==> src/psu_mon_pkg.sv <==
// Shared constants and types for the supply monitor host controller
package psu_mon_pkg;
  // Timing: system clock and serial bus rate
  localparam int CLK_HZ      = 200_000_000;
  localparam int SCL_HZ      = 100_000;
  localparam int QUARTER_CYC = CLK_HZ / (4 * SCL_HZ);
  // Slave address prefixes, upper four bits
  localparam logic [3:0] ID_PREFIX  = 4'h A;
  localparam logic [3:0] ADC_PREFIX = 4'h9;
  // Converter setup byte layout
  localparam int         SETUP_AUTOINC_BIT = 6;
  localparam int         SETUP_MODE_BIT    = 2;
  localparam logic [7:0] SETUP_SCAN        = 8'h44;
  localparam logic [1:0] CH_VOLT           = 2'h0;
  localparam logic [1:0] CH_CURR           = 2'h1;
  localparam logic [1:0] CH_TEMP           = 2'h2;
  // Reads per transfer, first converter byte is stale
  localparam logic [2:0] SCAN_READS   = 3'h4;
  localparam logic [2:0] SINGLE_READS = 3'h2;
  localparam logic [2:0] ID_READS     = 3'h1;
  // Register byte offsets
  localparam logic [7:0] REG_CTRL    = 8'h00;
  localparam logic [7:0] REG_STATUS  = 8'h04;
  localparam logic [7:0] REG_ID_DATA = 8'h08;
  localparam logic [7:0] REG_RAW     = 8'h0C;
  localparam logic [7:0] REG_VOLT    = 8'h10;
  localparam logic [7:0] REG_CURR    = 8'h14;
  localparam logic [7:0] REG_TEMP    = 8'h18;
  // Control register fields
  localparam int          CTRL_GO       = 0;
  localparam int          CTRL_OP       = 1;
  localparam int          CTRL_SCAN     = 2;
  localparam int          CTRL_CH_LO    = 4;
  localparam int          CTRL_STRAP_LO = 8;
  localparam int          CTRL_MODEL_LO = 12;
  localparam int          CTRL_OFS_LO   = 16;
  localparam logic [31:0] CTRL_RESET    = 32'h0000_0700;
  // Scale per count: volts in 0.1 mV, amps in 0.1 mA, degrees in 1 mC
  localparam logic [11:0] VOLT_RES [4] = '{12'h24A, 12'h493, 12'h61B, 12'h928};
  localparam logic [11:0] CURR_RES [4] = '{12'hC30, 12'h7A1, 12'h7A1, 12'h3D1};
  localparam logic [11:0] TEMP_RES     = 12'h187;
  // Bus answers
  localparam logic [1:0] RESP_OKAY   = 2'h0;
  localparam logic [1:0] RESP_SLVERR = 2'h2;
  // Byte engine commands
  typedef enum logic [1:0] {CMD_START, CMD_WRITE, CMD_READ, CMD_STOP} i2c_cmd_type;
endpackage

==> src/psu_i2c_if.sv <==
// Command link between the transfer sequencer and the byte engine
`timescale 1ns/1ps
`default_nettype none
interface psu_i2c_if;
  import psu_mon_pkg::*;
  logic        cmd_valid;
  i2c_cmd_type cmd;
  logic [7:0]  wdata;
  logic        ack_out;
  logic        done;
  logic [7:0]  rdata;
  logic        nack;
  logic        busy;
  modport seq (output cmd_valid, cmd, wdata, ack_out, input done, rdata, nack, busy);
  modport eng (input cmd_valid, cmd, wdata, ack_out, output done, rdata, nack, busy);
endinterface
`default_nettype wire

==> src/psu_i2c_engine.sv <==
// Open-drain bus engine: start, stop, byte write and byte read with ack
`timescale 1ns/1ps
`default_nettype none
module psu_i2c_engine
  import psu_mon_pkg::*;
(
  input  wire logic  clock,
  input  wire logic  nrst,
  input  wire logic  tick,
  psu_i2c_if.eng     bus,
  input  wire logic  sda_in,
  output logic       scl_oe,
  output logic       sda_oe
);
  typedef enum logic [1:0] {E_IDLE, E_START, E_BIT, E_STOP} eng_state_type;

  typedef struct packed {
    eng_state_type st;
    logic [1:0]    ph;
    logic [3:0]    bit_n;
    logic [8:0]    sh;
    logic          scl_oe;
    logic          sda_oe;
    logic          done;
    logic          nack;
    logic [7:0]    rdata;
  } eng_type;

  eng_type s;
  eng_type next_s;

  // Each bus step takes four ticks; the ninth bit is the acknowledge slot
  always_comb begin
    next_s = s;
    next_s.done = 1'b0;
    case (s.st)
      E_IDLE: begin
        if (bus.cmd_valid) begin
          next_s.ph    = 2'h0;
          next_s.bit_n = 4'h0;
          next_s.sh    = (bus.cmd == CMD_READ) ? {8'hFF, !bus.ack_out} : {bus.wdata, 1'b1};
          case (bus.cmd)
            CMD_START: next_s.st = E_START;
            CMD_STOP:  next_s.st = E_STOP;
            default:   next_s.st = E_BIT;
          endcase
        end
      end
      E_START: begin
        if (tick) begin
          next_s.ph = s.ph + 2'h1;
          case (s.ph)
            2'h0: next_s.sda_oe = 1'b0;
            2'h1: next_s.scl_oe = 1'b0;
            2'h2: next_s.sda_oe = 1'b1; // Data falls while clock high
            default: begin
              next_s.scl_oe = 1'b1;
              next_s.st     = E_IDLE;
              next_s.done   = 1'b1;
            end
          endcase
        end
      end
      E_BIT: begin
        if (tick) begin
          next_s.ph = s.ph + 2'h1;
          case (s.ph)
            2'h0: next_s.sda_oe = !s.sh[8];
            2'h1: next_s.scl_oe = 1'b0;
            2'h2: begin
              if (s.bit_n == 4'h8) begin
                next_s.nack = sda_in; // Released line means no acknowledge
              end else begin
                next_s.rdata = {s.rdata[6:0], sda_in};
              end
            end
            default: begin
              next_s.scl_oe = 1'b1;
              next_s.sh     = {s.sh[7:0], 1'b0};
              next_s.bit_n  = s.bit_n + 4'h1;
              if (s.bit_n == 4'h8) begin
                next_s.st   = E_IDLE;
                next_s.done = 1'b1;
              end
            end
          endcase
        end
      end
      E_STOP: begin
        if (tick) begin
          next_s.ph = s.ph + 2'h1;
          case (s.ph)
            2'h0: next_s.sda_oe = 1'b1;
            2'h1: next_s.scl_oe = 1'b0;
            2'h2: next_s.sda_oe = 1'b0; // Data rises while clock high
            default: begin
              next_s.st   = E_IDLE;
              next_s.done = 1'b1;
            end
          endcase
        end
      end
      default: next_s.st = E_IDLE;
    endcase
  end

  always_ff @(posedge clock or negedge nrst) begin
    if (!nrst) begin
      s <= '0;
    end else begin
      s <= next_s;
    end
  end

  assign scl_oe    = s.scl_oe;
  assign sda_oe    = s.sda_oe;
  assign bus.done  = s.done;
  assign bus.nack  = s.nack;
  assign bus.rdata = s.rdata;
  assign bus.busy  = (s.st != E_IDLE);
endmodule
`default_nettype wire

==> src/psu_monitor_host.sv <==
// Supply monitor host: register slave, transfer sequencer and result scaling
//
// Behaviour
// - Identity memory address is 1010, straps, direction
// - Converter address is 1001, straps, direction
// - Setup byte written first, reserved bits zero
// - Single read: flags clear, channel code low
// - Both flags set, channel zero: scan all
// - First byte of each converter read run discarded
// - Quantity equals raw byte times resolution
// - Voltage resolution per model range
// - Current resolution per model range
// - Temperature resolution same for every model
// - Strap bit zero when tied, one open
// - Serial clock runs at 100 kHz
`timescale 1ns/1ps
`default_nettype none
module psu_monitor_host
  import psu_mon_pkg::*;
#(
  parameter int QUARTER = QUARTER_CYC
) (
  input  wire logic        clock,
  input  wire logic        nrst,
  input  wire logic [7:0]  awaddr,
  input  wire logic        awvalid,
  output logic             awready,
  input  wire logic [31:0] wdata,
  input  wire logic [3:0]  wstrb,
  input  wire logic        wvalid,
  output logic             wready,
  output logic [1:0]       bresp,
  output logic             bvalid,
  input  wire logic        bready,
  input  wire logic [7:0]  araddr,
  input  wire logic        arvalid,
  output logic             arready,
  output logic [31:0]      rdata,
  output logic [1:0]       rresp,
  output logic             rvalid,
  input  wire logic        rready,
  input  wire logic        scl_in,
  output logic             scl_out,
  output logic             scl_oe,
  input  wire logic        sda_in,
  output logic             sda_out,
  output logic             sda_oe
);
  typedef enum logic [2:0] {
    S_IDLE, S_START, S_ADDR_W, S_SUB, S_RSTART, S_ADDR_R, S_READ, S_STOP
  } seq_state_type;

  typedef struct packed {
    seq_state_type st;
    logic          aw_got;
    logic          w_got;
    logic [7:0]    aw_a;
    logic [31:0]   w_d;
    logic [3:0]    w_s;
    logic          awready;
    logic          wready;
    logic          arready;
    logic          bvalid;
    logic          rvalid;
    logic [1:0]    bresp;
    logic [1:0]    rresp;
    logic [31:0]   rdata;
    logic [31:0]   ctrl;
    logic          busy;
    logic          done;
    logic          err;
    logic          cmd_valid;
    i2c_cmd_type   cmd;
    logic [7:0]    wbyte;
    logic          ack_out;
    logic          issued;
    logic [2:0]    rd_cnt;
    logic [7:0]    id_data;
    logic [23:0]   raw;
    logic [19:0]   volt;
    logic [19:0]   curr;
    logic [19:0]   temp;
    logic          pin_low;
  } host_type;

  host_type s;
  host_type next_s;

  psu_i2c_if link ();
  logic      tick;

  // Control fields, decoded once
  logic       op;
  logic       scan;
  logic [1:0] ch;
  logic [2:0] strap;
  logic [1:0] model;
  logic [3:0] prefix;
  logic [7:0] setup;
  logic [2:0] reads;
  assign op     = s.ctrl[CTRL_OP];
  assign scan   = s.ctrl[CTRL_SCAN];
  assign ch     = s.ctrl[CTRL_CH_LO +: 2];
  assign strap  = s.ctrl[CTRL_STRAP_LO +: 3];
  assign model  = s.ctrl[CTRL_MODEL_LO +: 2];
  assign prefix = op ? ADC_PREFIX : ID_PREFIX;
  assign setup  = scan ? SETUP_SCAN : {6'h00, ch};
  assign reads  = !op ? ID_READS : (scan ? SCAN_READS : SINGLE_READS);

  psu_tick_gen #(
    .QUARTER (QUARTER)
  ) u_tick (
    .clock (clock),
    .nrst  (nrst),
    .run   (link.busy),
    .tick  (tick)
  );

  psu_i2c_engine u_eng (
    .clock  (clock),
    .nrst   (nrst),
    .tick   (tick),
    .bus    (link),
    .sda_in (sda_in),
    .scl_oe (scl_oe),
    .sda_oe (sda_oe)
  );

  // Register read view; unmapped offsets read zero with an error answer
  function automatic logic [32:0] read_reg(input logic [7:0] a, input host_type h);
    case (a)
      REG_CTRL:    read_reg = {1'b0, h.ctrl};
      REG_STATUS:  read_reg = {1'b0, 29'h0000_0000, h.err, h.done, h.busy};
      REG_ID_DATA: read_reg = {1'b0, 24'h00_0000, h.id_data};
      REG_RAW:     read_reg = {1'b0, 8'h00, h.raw};
      REG_VOLT:    read_reg = {1'b0, 12'h000, h.volt};
      REG_CURR:    read_reg = {1'b0, 12'h000, h.curr};
      REG_TEMP:    read_reg = {1'b0, 12'h000, h.temp};
      default:     read_reg = {1'b1, 32'h0000_0000};
    endcase
  endfunction

  // Bus slave, then sequencer; one next-state copy for the whole block
  always_comb begin
    logic [32:0] rd;
    logic [1:0]  idx;
    rd  = read_reg(araddr, s);
    idx = scan ? 2'(s.rd_cnt - 3'h1) : ch;
    next_s = s;
    next_s.cmd_valid = 1'b0;
    next_s.pin_low   = 1'b0;
    // Address and data may arrive in either order
    if (s.awready && awvalid) begin
      next_s.aw_got = 1'b1;
      next_s.aw_a   = awaddr;
    end
    if (s.wready && wvalid) begin
      next_s.w_got = 1'b1;
      next_s.w_d   = wdata;
      next_s.w_s   = wstrb;
    end
    if (s.aw_got && s.w_got && !s.bvalid) begin
      next_s.aw_got = 1'b0;
      next_s.w_got  = 1'b0;
      next_s.bvalid = 1'b1;
      next_s.bresp  = (s.aw_a == REG_CTRL) ? RESP_OKAY : RESP_SLVERR;
      // Control is frozen while a transfer runs, so fields stay coherent
      if (s.aw_a == REG_CTRL && !s.busy) begin
        for (int i = 0; i < 4; i++) begin
          if (s.w_s[i]) begin
            next_s.ctrl[8*i +: 8] = s.w_d[8*i +: 8];
          end
        end
        next_s.ctrl[CTRL_GO] = 1'b0;
        if (s.w_s[0] && s.w_d[CTRL_GO]) begin
          next_s.busy = 1'b1;
          next_s.done = 1'b0;
          next_s.err  = 1'b0;
          next_s.st   = S_START;
        end
      end
    end
    if (s.bvalid && bready) begin
      next_s.bvalid = 1'b0;
    end
    if (s.arready && arvalid) begin
      next_s.rvalid = 1'b1;
      next_s.rdata  = rd[31:0];
      next_s.rresp  = rd[32] ? RESP_SLVERR : RESP_OKAY;
    end else if (s.rvalid && rready) begin
      next_s.rvalid = 1'b0;
    end
    // Issue one engine command per state, one per byte in S_READ, then wait for its completion
    if (s.st != S_IDLE && !s.issued) begin
      next_s.cmd_valid = 1'b1;
      next_s.issued    = 1'b1;
      next_s.ack_out   = 1'b0;
      next_s.wbyte     = 8'h00;
      case (s.st)
        S_START, S_RSTART: next_s.cmd = CMD_START;
        S_ADDR_W: begin
          next_s.cmd   = CMD_WRITE;
          next_s.wbyte = {prefix, strap, 1'b0};
        end
        S_SUB: begin
          next_s.cmd   = CMD_WRITE;
          next_s.wbyte = op ? setup : s.ctrl[CTRL_OFS_LO +: 8];
        end
        S_ADDR_R: begin
          next_s.cmd   = CMD_WRITE;
          next_s.wbyte = {prefix, strap, 1'b1};
        end
        S_READ: begin
          next_s.cmd     = CMD_READ;
          next_s.ack_out = (s.rd_cnt != reads - 3'h1); // Last byte is not acknowledged
        end
        default: next_s.cmd = CMD_STOP;
      endcase
    end else if (link.done) begin
      next_s.issued = 1'b0;
      case (s.st)
        S_START:  next_s.st = S_ADDR_W;
        S_RSTART: next_s.st = S_ADDR_R;
        S_ADDR_W, S_SUB, S_ADDR_R: begin
          // A missing acknowledge aborts with a stop condition
          if (link.nack) begin
            next_s.err = 1'b1;
            next_s.st  = S_STOP;
          end else begin
            next_s.st     = (s.st == S_ADDR_W) ? S_SUB : (s.st == S_SUB) ? S_RSTART : S_READ;
            next_s.rd_cnt = 3'h0;
          end
        end
        S_READ: begin
          if (!op) begin
            next_s.id_data = link.rdata;
          end else if (s.rd_cnt != 3'h0 && idx != 2'h3) begin
            next_s.raw[{idx, 3'h0} +: 8] = link.rdata;
          end
          next_s.rd_cnt = s.rd_cnt + 3'h1;
          if (s.rd_cnt == reads - 3'h1) begin
            next_s.st = S_STOP;
          end
        end
        default: begin
          next_s.st   = S_IDLE;
          next_s.busy = 1'b0;
          next_s.done = 1'b1;
          // Scaling is a plain product, the converter being linear from zero
          next_s.volt = 20'(s.raw[7:0] * VOLT_RES[model]);
          next_s.curr = 20'(s.raw[15:8] * CURR_RES[model]);
          next_s.temp = 20'(s.raw[23:16] * TEMP_RES);
        end
      endcase
    end
    next_s.awready = !next_s.aw_got && !next_s.bvalid;
    next_s.wready  = !next_s.w_got && !next_s.bvalid;
    next_s.arready = !next_s.rvalid;
  end

  always_ff @(posedge clock or negedge nrst) begin
    if (!nrst) begin
      s      <= '0;
      s.ctrl <= CTRL_RESET;
    end else begin
      s <= next_s;
    end
  end

  // Engine command link and outputs, all taken from the state register
  assign link.cmd_valid = s.cmd_valid;
  assign link.cmd       = s.cmd;
  assign link.wdata     = s.wbyte;
  assign link.ack_out   = s.ack_out;
  assign awready        = s.awready;
  assign wready         = s.wready;
  assign arready        = s.arready;
  assign bvalid         = s.bvalid;
  assign bresp          = s.bresp;
  assign rvalid         = s.rvalid;
  assign rresp          = s.rresp;
  assign rdata          = s.rdata;
  assign scl_out        = s.pin_low;
  assign sda_out        = s.pin_low;
endmodule
`default_nettype wire

==> src/psu_tick_gen.sv <==
// Quarter bit period enable for the serial bus
`timescale 1ns/1ps
`default_nettype none
module psu_tick_gen
  import psu_mon_pkg::*;
#(
  parameter int QUARTER = QUARTER_CYC
) (
  input  wire logic clock,
  input  wire logic nrst,
  input  wire logic run,
  output logic      tick
);
  typedef struct packed {
    logic [15:0] cnt;
    logic        tick;
  } tick_type;

  tick_type s;
  tick_type next_s;

  // Divider restarts whenever the engine is idle so every command starts clean
  always_comb begin
    next_s = s;
    next_s.tick = 1'b0;
    if (!run) begin
      next_s.cnt = 16'h0000;
    end else if (s.cnt == 16'(QUARTER - 1)) begin
      next_s.cnt  = 16'h0000;
      next_s.tick = 1'b1;
    end else begin
      next_s.cnt = s.cnt + 16'h0001;
    end
  end

  always_ff @(posedge clock or negedge nrst) begin
    if (!nrst) begin
      s <= '0;
    end else begin
      s <= next_s;
    end
  end

  assign tick = s.tick;
endmodule
`default_nettype wire
==> config.mk <==
export PLATFORM = sky130hd
export DESIGN_NAME = psu_monitor_host
export DESIGN_NICKNAME = d
export VERILOG_FILES = /design/src/psu_mon_pkg.sv /design/src/psu_i2c_if.sv /design/src/psu_i2c_engine.sv /design/src/psu_monitor_host.sv /design/src/psu_tick_gen.sv
export SDC_FILE = /design/constraint.sdc
export NUM_CORES = 1
export LEC_CHECK = 0
export ABC_AREA = 0
export BUFFER_PORTS_ARGS = -buffer_cell sky130_fd_sc_hd__buf_2
export CAP_MARGIN = 20
export CORE_MARGIN = 5
export CORE_UTILIZATION = 65
export CTS_CLUSTER_DIAMETER = 100
export DETAILED_ROUTE_END_ITERATION = 8
export PLACE_DENSITY = 0.84
export SYNTH_ARGS = -nofsm -noshare
export SYNTH_HDL_FRONTEND = slang
export SYNTH_SLANG_ARGS = --single-unit
==> constraint.sdc <==
create_clock -name clock -period 8.7 [get_ports clock]
set_input_delay 1.74 -clock clock [delete_from_list [all_inputs] [get_ports clock]]
set_output_delay 1.74 -clock clock [all_outputs]
set_load 0.02 [all_outputs]
======== After elaboration in Yosys (flattened, before gate mapping) ========
Index checks and enable logic that the tools add are counted.
cells by class
  multipliers ............................. 3
  $add $sub $neg .......................... 7
  multiplexer cells ....................... 82
  shift-type cells ........................ 2
  order comparisons ....................... 1
  reduce and logical (&&, ||, !) cells .... 55
  equal/unequal tests ..................... 37
  bitwise gates (word level) .............. 5
operators by type and width
  operator                                              count
  case mux 33 bit (7 select lines)                      1
  two-way mux 96 bit                                    1
  two-way mux 12 bit                                    5
  two-way mux 60 bit                                    1
  two-way mux 3 bit                                     17
  binary-select mux 12 bit (select 2 bit)               2
  two-way mux 24 bit                                    2
  multiplier 8 x 12 -> 20 bit                           2
  two-way mux 16 bit                                    2
  two-way mux 32 bit                                    1
  two-way mux 29 bit                                    1
  case mux 13 bit (2 select lines)                      1
  bitwise mux 24 bit                                    1
  == test 8 x 5 -> 1 bit, second input constant         3
  two-way mux 8 bit                                     3
  case mux 8 bit (3 select lines)                       1
  variable shift 8 x 7 -> 24 bit, first input constant  1
  indexed part select 8 x 7 -> 24 bit                   1
  AND reduction 4 bit                                   5
  two-way mux 1 bit                                     18
  two-way mux 2 bit                                     9
  two-way mux 9 bit                                     2
  AND reduction 3 bit                                   6
  multiplier 8 x 9 -> 17 bit, second input constant     1
  other kinds (49)                                      105
storage, ports and cells
  output and inout bits ................... 45
  input bits .............................. 61
  word-level logic and storage cells ...... 235
  flip-flop bits (word level) ............. 275

======== Logic depth before layout (Yosys ltp) ========
Gate-level depths: netlist of run 1.
  word-level depth ........................ 10
  depth in mapped cells ................... 20
  depth with buffers taken out ............ 19

======== Modules after synthesis ========
A second synthesis of run 1 with hierarchy kept.
unflattened totals
  cell total of the unflattened synthesis .. 1918
  area, all modules ....................... 18884.4 µm²
by module, submodules not included
  module            area each (µm²)  seq. area each (µm²)  cells each  times used
  psu_monitor_host  16533.4          5684.2                1687        1
  psu_i2c_engine    1550.2           725.7                 152         1
  psu_tick_gen      800.8            425.4                 79          1

======== Worst setup path after synthesis of run 1 ========
OpenSTA, ideal clock, no wires.
  path kind ............................... register -> register
  from .................................... register s (netlist bit model[0])
  to ...................................... register s[37] (netlist bit)
  path slack .............................. 3.763 ns
  setup time .............................. 0.069 ns
  cell stages (with the launch flop) ...... 18
  arrival ................................. 4.868 ns
  clock period less this slack ............ 4.937 ns
  path buffers ............................ 1
  required time ........................... 8.631 ns
  cells stage by stage .................... dfrtp_1 -> inv_1 -> ha_1 -> clkbuf_1 -> nand2b_1 -> fa_1 -> fa_1 -> inv_1 -> fa_1 -> inv_1 -> fa_1 -> inv_1 -> ha_1 -> o21ai_0 -> a21oi_2 -> o21a_1 -> or4_1 -> nand3_1
between the ends
  word-level cells in the longest chain between the ends .. 5
RTL lines
  element                                                 line                     text
  from (decl)                                             psu_monitor_host.sv:86   host_type s;
  from (signal assigned)                                  psu_monitor_host.sv:266  s <= next_s;
  inverter 2 -> 3 bit (not written as such)               psu_monitor_host.sv:251  next_s.curr = 20'(s.raw[15:8] * CURR_RES[model]);
  binary-select mux 12 bit (select 2 bit)                 psu_monitor_host.sv:251
  two-way mux 12 bit (not written as such) (2 in series)  psu_monitor_host.sv:251
  multiplier 8 x 12 -> 20 bit                             psu_monitor_host.sv:251
No other way between the ends. The select of a mux whose other input is x is not followed.
A chain may end at the register's enable or synchronous reset.

======== Final worst setup path of run 1 ========
  from .................................... register s (netlist bit model[0])
  to ...................................... register s[60] (netlist bit)
between the ends
  word-level cells in the longest chain between the ends .. 5
RTL lines
  element                                                 line                     text
  inverter 2 -> 3 bit (not written as such)               psu_monitor_host.sv:250  next_s.volt = 20'(s.raw[7:0] * VOLT_RES[model]);
  binary-select mux 12 bit (select 2 bit)                 psu_monitor_host.sv:250
  two-way mux 12 bit (not written as such) (2 in series)  psu_monitor_host.sv:250
  multiplier 8 x 12 -> 20 bit                             psu_monitor_host.sv:250
No other way between the ends. The select of a mux whose other input is x is not followed.

==> results.cfg, run 1 <==
[timing]
finClkSkew_ps = 29.09
final.min_clock_period_ps = 5937
clock.fmax_ghz = 0.1684
maxSlewHeadroom_pct = 31.58
layout_worst_path_cycle_share_pct = 68.24
fin_tns_setup_ps = 0
hold_viol_final = 0
grt_setup_unrepaired = false
setup_viol_count_final = 0
worst_slew_pin_slew_ps = 1022
report.final.slew_viol_count = 0

[routing]
detail_route.vias_per_cell = 5.972
route.detailed.drc = 0
detailedRoute.firstPassIterationCount = 6
drtIter0Drc = 1130
vias = 14040
postRouteWirelength_um = 45760
detail_route.wl_per_cell_um = 19.46
ant_nets = 0

[synthesis]
synth_enable_flop_cells = 0
synth.largest_area_cell = dfrtp_1
syn-mean-instance-area_um2 = 9.844
ys_seq_elements = 273
synth_top_cells_by_area = dfrtp_1, fa_1, ha_1
ys_seq_area_share_pct = 36.39
yosys.area.top_type_share_pct = 35.97
postSynth.topFlopCell = dfrtp_1
synth.lib_cells_used.distinct = 80
async_flop_share_pct = 100.0
synth.cell_area_mm2 = 0.01878
yosys_warnings = 0
synthCells = 1908

[setup_path]
cp_slowest_cell = ha_1
critical-path-max-stage-delay_ps = 770
worstPathMaxFanout = 17
worst_path_cell_trace = inv_1 > ha_1 > and2_1 > inv_1 > fa_1 > fa_1 > inv_1 > fa_1 > inv_1 > fa_1 > inv_1 > ha_1 > o21a_1 > a21oi_1 > a211oi_2 > a211oi_2 > xnor2_1 > o21ai_1
worst_ep_required_time_ps = 9090
worstPathArrival_ps = 6330
sort_of_element_at_the_start_of_the_critical_path = flop
crit_path_frequent_cell = inv_1
ff2ff_path_depth = 18
critPathCaptureType = flop
setup.worst_path.class = flop to flop

[global_routing]
first_pass_grt_wire_length_um = 75230
track_usage_pct = 28.32
first_global_vias = 14613
largest_net_degree_at_the_start_of_global_routing = 172
global_route.overflow_total = 0
grt_antenna_before_repair = 2

[placement]
gp_routability_congestion = 0.9223
dp.final_hpwl_um = 33980
io_buffers = 100

[floorplan]
starting_density_of_the_core_pct = 65.62
num_io_pins = 106
dieWidth_um = 180.0
die_height_um = 180.0
die-area_mm2 = 0.03240
std_cell_rows = 62
core-area_mm2 = 0.02863

[cts]
cts_buffers = 27
ctsHoldBuffers = 0
post_cts.resized_instances = 0
tritoncts = built
clock-sinks = 273
clock_latency_ps = 550
cts.clk_slew.worst_paths_ps = 60
cts_setup_buffers = 0
htreeDepth = 1
root_buffer = clkbuf_16
clk_path_buf_depth = 3

[outcome]
run_status = complete, no violations

[pwr]
pwr_density_cell_mw_per_mm2 = 156.6
p_leak_uw = 0.01016
vdd.ir_drop.worst_mv = 0.1848

[layout]
final_nets = 2258
layout-area-overhead-vs-synth_pct = 7.721
final_layout_size_suffix_gt1_share_pct = 14.66
n_fill_cell = 2025
post_route_utilization_pct = 70.68

[run]
max_cap_violations = 0

[min_path]
holdCritPathClass = flop to flop
holdPathStages = 2
-- cell type report --
class / instances / area (um2) / share of cell area, %
timing repair buffer: 107 / 599.3 / 2.962
sequential: 273 / 6835 / 33.78
clock buffer: 37 / 773.2 / 3.822
inverter: 225 / 844.6 / 4.174
antenna: 2 / 5.005 / 0.02474
clock inverter: 13 / 175.2 / 0.8657
multi-input combinational: 1310 / 10520 / 51.99
tap: 384 / 480.5 / 2.375
-- Yosys cell counts (15+ instances only) --
cell      number
ha_1         155
o21ai_0       90
clkbuf_1      33
xor2_1        28
mux2_2        95
nand3_1       22
a22o_1        30
a21oi_1       49
nor3_1        21
nand2_1      269
dfrtp_1      270
nor2_1        68
buf_4         45
inv_1        225
xnor2_1       23
buf_2         20
nor2b_1       42
and2_1        31
mux2i_1       15
fa_1          98
o21ai_1       47
nand2b_1      20
-- cells by family after synthesis --
family,share of synthesized area [%]
XOR/XNOR,2.378
multiplexers,6.495
AO/OA/AOI/OAI,12.17
other,0.01996
flip-flops,36.39
adder cells (fa/ha/maj),20.77
buffers and inverters,7.747
AND/OR/NAND/NOR,14.03
-- flip-flops by register name (all words and copies together) (netlist names), 2 cells and up, named ones only --
name / count
s: 147
rdata: 32
u_eng.s: 17
u_tick.s: 16
link.wdata: 8
u_eng.bus.rdata: 8
ch: 2
link.cmd: 2
model: 2
-- cells in the final DEF, fill, tap and decap left out, types with 42 or more instances in the layout --
master,n
mux2_2,95
inv_1,225
ha_1,155
fa_1,98
dfrtp_1,270
nor2_1,68
o21ai_0,90
nand2_1,269
a21oi_1,49
buf_2,99
o21ai_1,46
nor2b_1,42
-- worst max-delay path: cells and delay by family (launching register included) --
family,cells,cell delay [ps]
buffers and inverters,5,480
flip-flops,1,610
adder cells (fa/ha/maj),6,3160
AND/OR/NAND/NOR,1,340
AO/OA/AOI/OAI,5,960
XOR/XNOR,1,210
-- report_power, final --
part,internal (uW),total [uW],switching (uW)
Combinational,178,394,216
Sequential,1420,1530,113
Clock,741,1240,499
Total,2340,3170,829
-- stage by stage --
stage               setup slack [ps]  hold slack (ps)  std cells  total power, uW  area [um2]
finish                          2763            486.7       2351             3169       20230
global route                    2537            494.3       2351             3295       20230
CTS                             2813            478.3       2348             3176       20220
detailed placement              2839            462.9       2298             1944       19270
global placement                2930            460.6       2297             1910       19240
floorplan                       3763            443.2       1911             1800       18790
-- path summary, 6_finish.rpt --
| kind | start | to | slack [ps] |
|---|---|---|---|
| setup / recovery | model[0] | s[60] | 2760 |
| hold / removal | s[3] | s[3] | 490 |
| setup reg to reg | model[0] | s[60] | 2760 |
| hold reg to reg | s[3] | s[3] | 490 |
| max in group asynchronous | nrst | s[16] | 6150 |
| min in group asynchronous | nrst | async pin | 1240 |
-- layer usage --
layer,up-vias,GRT usage (%),share of wire (%)
met5,-,0,0
met4,0,10.79,4.4
met3,131,5.457,8.0
met2,563,46.18,47
met1,6896,37.96,41
li1,6450,-,-
Note: power is estimated with default switching activity, not from simulation.
==> run 2: changes to the inputs <==
--- a/config.mk
+++ b/config.mk
@@ -5,14 +5,14 @@
 export SDC_FILE = /design/constraint.sdc
 export NUM_CORES = 1
 export LEC_CHECK = 0
-export ABC_AREA = 0
+export ABC_AREA = 1
 export BUFFER_PORTS_ARGS = -buffer_cell sky130_fd_sc_hd__buf_2
 export CAP_MARGIN = 20
 export CORE_MARGIN = 5
-export CORE_UTILIZATION = 65
+export CORE_UTILIZATION = 63
 export CTS_CLUSTER_DIAMETER = 100
 export DETAILED_ROUTE_END_ITERATION = 8
-export PLACE_DENSITY = 0.84
+export PLACE_DENSITY = 0.82
 export SYNTH_ARGS = -nofsm -noshare
 export SYNTH_HDL_FRONTEND = slang
 export SYNTH_SLANG_ARGS = --single-unit
==> constraint.sdc (replaced) <==
create_clock -name clock -period 5.9 [get_ports clock]
set_input_delay 1.18 -clock clock [delete_from_list [all_inputs] [get_ports clock]]
set_output_delay 1.18 -clock clock [all_outputs]
set_load 0.02 [all_outputs]
==> results.cfg, run 2 <==
[synthesis]
synth.lib_cells_used.distinct = 46
async_flop_share_pct = 100.0
ys_seq_area_share_pct = 34.69
synth_top_cells_by_area = dfrtp_1, nand2_1, fa_1
yosys_warnings = 0
combinational_family_with_the_most_area_after_synthesis = simple AND/OR/NAND/NOR gates
synth.cell_area_mm2 = 0.01970
ys_seq_elements = 273
synth_simple_gate_area_share_pct = 27.12
synth_commonest_cells = nand2_1, inv_1, dfrtp_1
yosys.area_share.adder_pct = 19.80
post_synth_mux_area_share_pct = 0
synth.largest_area_cell = dfrtp_1
compound_gate_portion_of_the_synthesized_area_pct = 5.417
postSynth.topFlopCell = dfrtp_1
yosys.area_share.xor_xnor_pct = 1.600
leading_cell_type_by_number_of_instances_after_synthesis = nand2_1
syn-mean-instance-area_um2 = 7.619
synthCells = 2586
synth_enable_flop_cells = 0
yosys.area.top_type_share_pct = 34.29

[layout]
n_fill_cell = 2584
number_of_antenna_diodes = 0
stdcell_area_mm2 = 0.02107
layout-area-overhead-vs-synth_pct = 6.915
largest_reg_flops = 147
final_layout_size_suffix_gt1_share_pct = 7.870
post_route_utilization_pct = 68.51
final_nets = 2940
mostFrequentLayoutCell = nand2_1
most_frequent_cells_in_the_layout = nand2_1, inv_1, dfrtp_1
top_register = s

[routing]
detailedRoute.firstPassIterationCount = 6
drtIter0Drc = 1378
vias = 16562
postRouteWirelength_um = 48340
route.detailed.drc = 0
detail_route.vias_per_cell = 5.450
detail_route.wl_per_cell_um = 15.90
ant_nets = 0

[cts]
cts_buffers = 27
root_buffer = clkbuf_16
post_cts.resized_instances = 0
clock_latency_ps = 540
clock-sinks = 273
cts_setup_buffers = 0
ctsHoldBuffers = 0
cts.clk_slew.worst_paths_ps = 70
tritoncts = built
htreeDepth = 1
clk_path_buf_depth = 3

[floorplan]
num_io_pins = 106
die-area_mm2 = 0.03491
std_cell_rows = 64
dieWidth_um = 186.9
starting_density_of_the_core_pct = 64.08
core-area_mm2 = 0.03075
die_height_um = 186.9

[pwr]
p_leak_uw = 0.01221
pwr_density_cell_mw_per_mm2 = 236.9
vdd.ir_drop.worst_mv = 0.2863

[timing]
fin_tns_setup_ps = 0
layout_worst_path_cycle_share_pct = 91.92
hold-worst-slack_ps = 475.5
maxSlewHeadroom_pct = 29.52
worst_slew_pin_slew_ps = 1051
grt_setup_unrepaired = false
clock.fmax_ghz = 0.1844
hold_viol_final = 0
setup_viol_count_final = 0
finClkSkew_ps = 16.26
report.final.slew_viol_count = 0
final.min_clock_period_ps = 5423

[setup_path]
worstPathArrival_ps = 5840
sort_of_element_at_the_start_of_the_critical_path = flop
setup.worst_path.class = flop to flop
critPathCaptureType = flop
worst_ep_required_time_ps = 6320
worstPathMaxFanout = 11

[min_path]
holdCritPathClass = flop to flop

[placement]
dp.final_hpwl_um = 37110
gp_routability_congestion = 0.9632
io_buffers = 100
placed_cell_area_mm2 = 0.02022

[global_routing]
global_route.overflow_total = 0
first_global_vias = 16477
first_pass_grt_wire_length_um = 81130
track_usage_pct = 27.84
grt_antenna_before_repair = 0
largest_net_degree_at_the_start_of_global_routing = 117

[run]
max_cap_violations = 0

[outcome]
run_status = complete, no violations
==> run 2: final timing paths <==
| path | slack, ps | depth (start not counted) | start | endpoint |
|---|---|---|---|---|
| min in group asynchronous | 730 | 1 | nrst | rdata[6] |
| min reg2reg | 480 | 2 | s[8] | s[8] |
| max | 480 | 20 | model[0] | s[40] |
| max in group asynchronous | 4070 | 2 | nrst | s[223] |
| min | 480 | 2 | s[8] | s[8] |
| max reg2reg | 480 | 20 | model[0] | s[40] |
==> run 2: per-stage QoR <==
step | setup WS (ps) | instances | total power (uW)
finish | 476.8 | 3039 | 4991
CTS | 508.4 | 3038 | 4995
floorplan | 1189 | 2589 | 3006
detailed placement | 541.5 | 2992 | 3361
global placement | 620.7 | 2992 | 3310
global route | 204.3 | 3039 | 5262
==> run 2: cells by family (layout without fill, tap and decap cells) <==
| group | after synthesis | after routing |
|---|---|---|
| XOR/XNOR | 36 | 36 |
| flip-flops | 273 | 273 |
| AND/OR/NAND/NOR | 1298 | 1298 |
| adder cells (fa/ha/maj) | 253 | 253 |
| other | 1 | 4 |
| buffers and inverters | 536 | 590 |
| AO/OA/AOI/OAI | 189 | 189 |
==> run 2: power by group <==
group	switching [uW]	leakage (uW)	internal [uW]
clock network	719	0.000405	922
logic	679	0.00812	280
registers	240	0.00368	2150
total	1640	0.0122	3350
==> run 2: routing by layer <==
| metal | share of wire [%] | track usage, % | wire, um |
|---|---|---|---|
| met1 | 43 | 38.36 | 20800 |
| met4 | 3.2 | 7.992 | 1564 |
| met2 | 46 | 45.46 | 22370 |
| met3 | 7.4 | 5.375 | 3593 |
| met5 | 0 | 0 | 0 |
==> run 2: area by class of cell <==
type,count,area (um2),share of cell area (%)
multi-input cells,1780,10650,50.56
flip-flops and latches,273,6835,32.45
inverters,428,1607,7.626
clock buffers,37,743.2,3.528
repair buffers,116,655.6,3.112
well taps,396,495.5,2.352
clock inverters,9,80.08,0.3801
==> run 2: critical path, cell delays in order, from the launching register on <==
cell	delay, ps
dfrtp_1	610
inv_1	270
ha_1	570
or2_2	390
fa_1	510
fa_1	540
inv_1	60
fa_1	540
inv_1	60
fa_1	590
inv_1	60
ha_1	360
nand2_1	90
inv_1	80
nand2_1	70
nor3_1	140
nand2_1	90
nand2_1	80
nand2_1	50
nand3_1	90
nand2_1	60
==> run 3: changes to the inputs <==
--- a/config.mk
+++ b/config.mk
@@ -5,7 +5,7 @@
 export SDC_FILE = /design/constraint.sdc
 export NUM_CORES = 1
 export LEC_CHECK = 0
-export ABC_AREA = 1
+export ABC_AREA = 0
 export BUFFER_PORTS_ARGS = -buffer_cell sky130_fd_sc_hd__buf_2
 export CAP_MARGIN = 20
 export CORE_MARGIN = 5
==> results.cfg, run 3 (same netlist as run 1, synthesis figures left out) <==
[layout]
largest_reg_flops = 147
final_layout_size_suffix_gt1_share_pct = 15.25
layout-area-overhead-vs-synth_pct = 8.660
final_nets = 2270
most_frequent_cells_in_the_layout = dfrtp_1, nand2_1, inv_1
top_register = s
mostFrequentLayoutCell = dfrtp_1

[cts]
tritoncts = built
root_buffer = clkbuf_16
clock-sinks = 273
cts_setup_buffers = 0
cts.clk_slew.worst_paths_ps = 60
clock_latency_ps = 580
post_cts.resized_instances = 0
htreeDepth = 1
ctsHoldBuffers = 0
cts_buffers = 30
clk_path_buf_depth = 3

[pwr]
power.combinational.fraction_pct = 12.2
vdd.ir_drop.worst_mv = 0.2827
switching_share_pct = 26.25
seqPwrFrac_pct = 46.6
p_leak_uw = 0.01026
p_int_uw = 3590
clkPwrFrac_pct = 41.3
net-switching-power_uw = 1277
pwr_density_cell_mw_per_mm2 = 238.5

[placement]
io_buffers = 100
place_ws_ps = 535.0
gp_routability_congestion = 0.9617
dp.final_hpwl_um = 34670

[timing]
finClkSkew_ps = 19.62
hold-worst-slack_ps = 481.8
setup_viol_count_final = 0
final.setup.worst_slack_ps = 415.7
clock.fmax_ghz = 0.1823
report.final.slew_viol_count = 0
grt_setup_unrepaired = false
layout_worst_path_cycle_share_pct = 92.95
fin_tns_setup_ps = 0
maxSlewHeadroom_pct = 26.76
hold_viol_final = 0
final.min_clock_period_ps = 5484
worst_slew_pin_slew_ps = 1090

[routing]
detail_route.wl_per_cell_um = 19.65
postRouteWirelength_um = 46580
detailedRoute.firstPassIterationCount = 6
route.detailed.drc = 0
ant_nets = 0
drtIter0Drc = 1191
detail_route.vias_per_cell = 5.960
vias = 14130

[floorplan]
die_height_um = 182.7
num_io_pins = 106
core-area_mm2 = 0.02956
dieWidth_um = 182.7
starting_density_of_the_core_pct = 63.54
std_cell_rows = 63
die-area_mm2 = 0.03337

[global_routing]
track_usage_pct = 28.25
first_global_vias = 14500
global_route.overflow_total = 0
grt_antenna_before_repair = 1
largest_net_degree_at_the_start_of_global_routing = 134
first_pass_grt_wire_length_um = 75610

[min_path]
holdCritPathClass = flop to flop

[setup_path]
critical-path-max-stage-delay_ps = 700
worstPathArrival_ps = 5910
worst_ep_required_time_ps = 6330
worstPathMaxFanout = 18
setup.worst_path.class = flop to flop
critPathCaptureType = flop
sort_of_element_at_the_start_of_the_critical_path = flop
worst_path_cell_trace = inv_1 > ha_1 > nand2_1 > fa_1 > inv_1 > fa_1 > fa_1 > inv_1 > fa_1 > inv_1 > ha_1 > o21ai_0 > o211a_1 > a211oi_2 > a31oi_1 > xor2_1 > o21ai_1
cp_slowest_cell = ha_1

[outcome]
run_status = complete, no violations

[run]
max_cap_violations = 0
[run 3: changes by cell type in the layout (fill, tap and decap cells not counted), sizes merged, moves of 15 or more]
cell / delta
mux2: +95
nand2b: +20
mux2i: +15
o31ai: +15
inv: -196
o21ai: +17
nand3: -183
nand2: -595
nor2b: +43
nor2: -93
a22o: +30
and2: +30
[run 3: worst paths after layout]
check / startpoint / end / slack, ps / cells after the start
hold reg to reg: rdata[17] / rdata[17] / 480 / 2
setup / recovery: model[0] / s[56] / 420 / 17
hold / removal: rdata[17] / rdata[17] / 480 / 2
max in group asynchronous: nrst / async pin / 3840 / 2
min in group asynchronous: nrst / u_tick.s[11] / 730 / 1
setup reg to reg: model[0] / s[56] / 420 / 17
[run 3: power by group through the flow]
stage	Clock (uW)	Combinational, uW	Sequential, uW
floorplan	0	423	2230
global placement	0	557	2270
detailed placement	0	586	2290
CTS	2030	592	2260
global route	2120	653	2290
finish	2010	592	2270
[run 3: final cells by class]
cell class / count / area, um2
Sequential cell: 273 / 6835
Multi-Input combinational cell: 1310 / 10520
Timing Repair Buffer: 116 / 630.6
Inverter: 225 / 844.6
Clock inverter: 12 / 195.2
Tap cell: 390 / 488.0
Fill cell: 2120 / 9150
Clock buffer: 44 / 893.4
Antenna cell: 1 / 2.502
[run 3: stage by stage]
stage / area (um2) / cells / utilization [%] / total power [uW]
6_report: 20410 / 2371 / 69.05 / 4867
5_1_grt: 20410 / 2371 / 69.05 / 5065
4_1_cts: 20410 / 2370 / 69.04 / 4889
3_5_place_dp: 19320 / 2314 / 65.35 / 2881
3_3_place_gp: 19320 / 2314 / 65.35 / 2830
2_1_floorplan: 18790 / 1911 / - / 2654
[run 3: critical path: cells and delay by family, from the launching register on]
| kind | cells | cell delay [ps] |
|---|---|---|
| xor gates and xnor gates | 1 | 190 |
| AOI/OAI and AO/OA | 5 | 1060 |
| adders and majority gates | 6 | 3170 |
| and+or+nand+nor | 1 | 160 |
| buffers and inverters | 4 | 380 |
| DFF | 1 | 380 |
[run 3: layer usage]
metal / vias up / wire length [um] / track usage (%)
li1: 6465 / - / -
met1: 6896 / 18550 / 38.43
met2: 638 / 21720 / 44.93
met3: 131 / 3988 / 4.425
met4: 0 / 2328 / 13.00
met5: - / 0 / 0
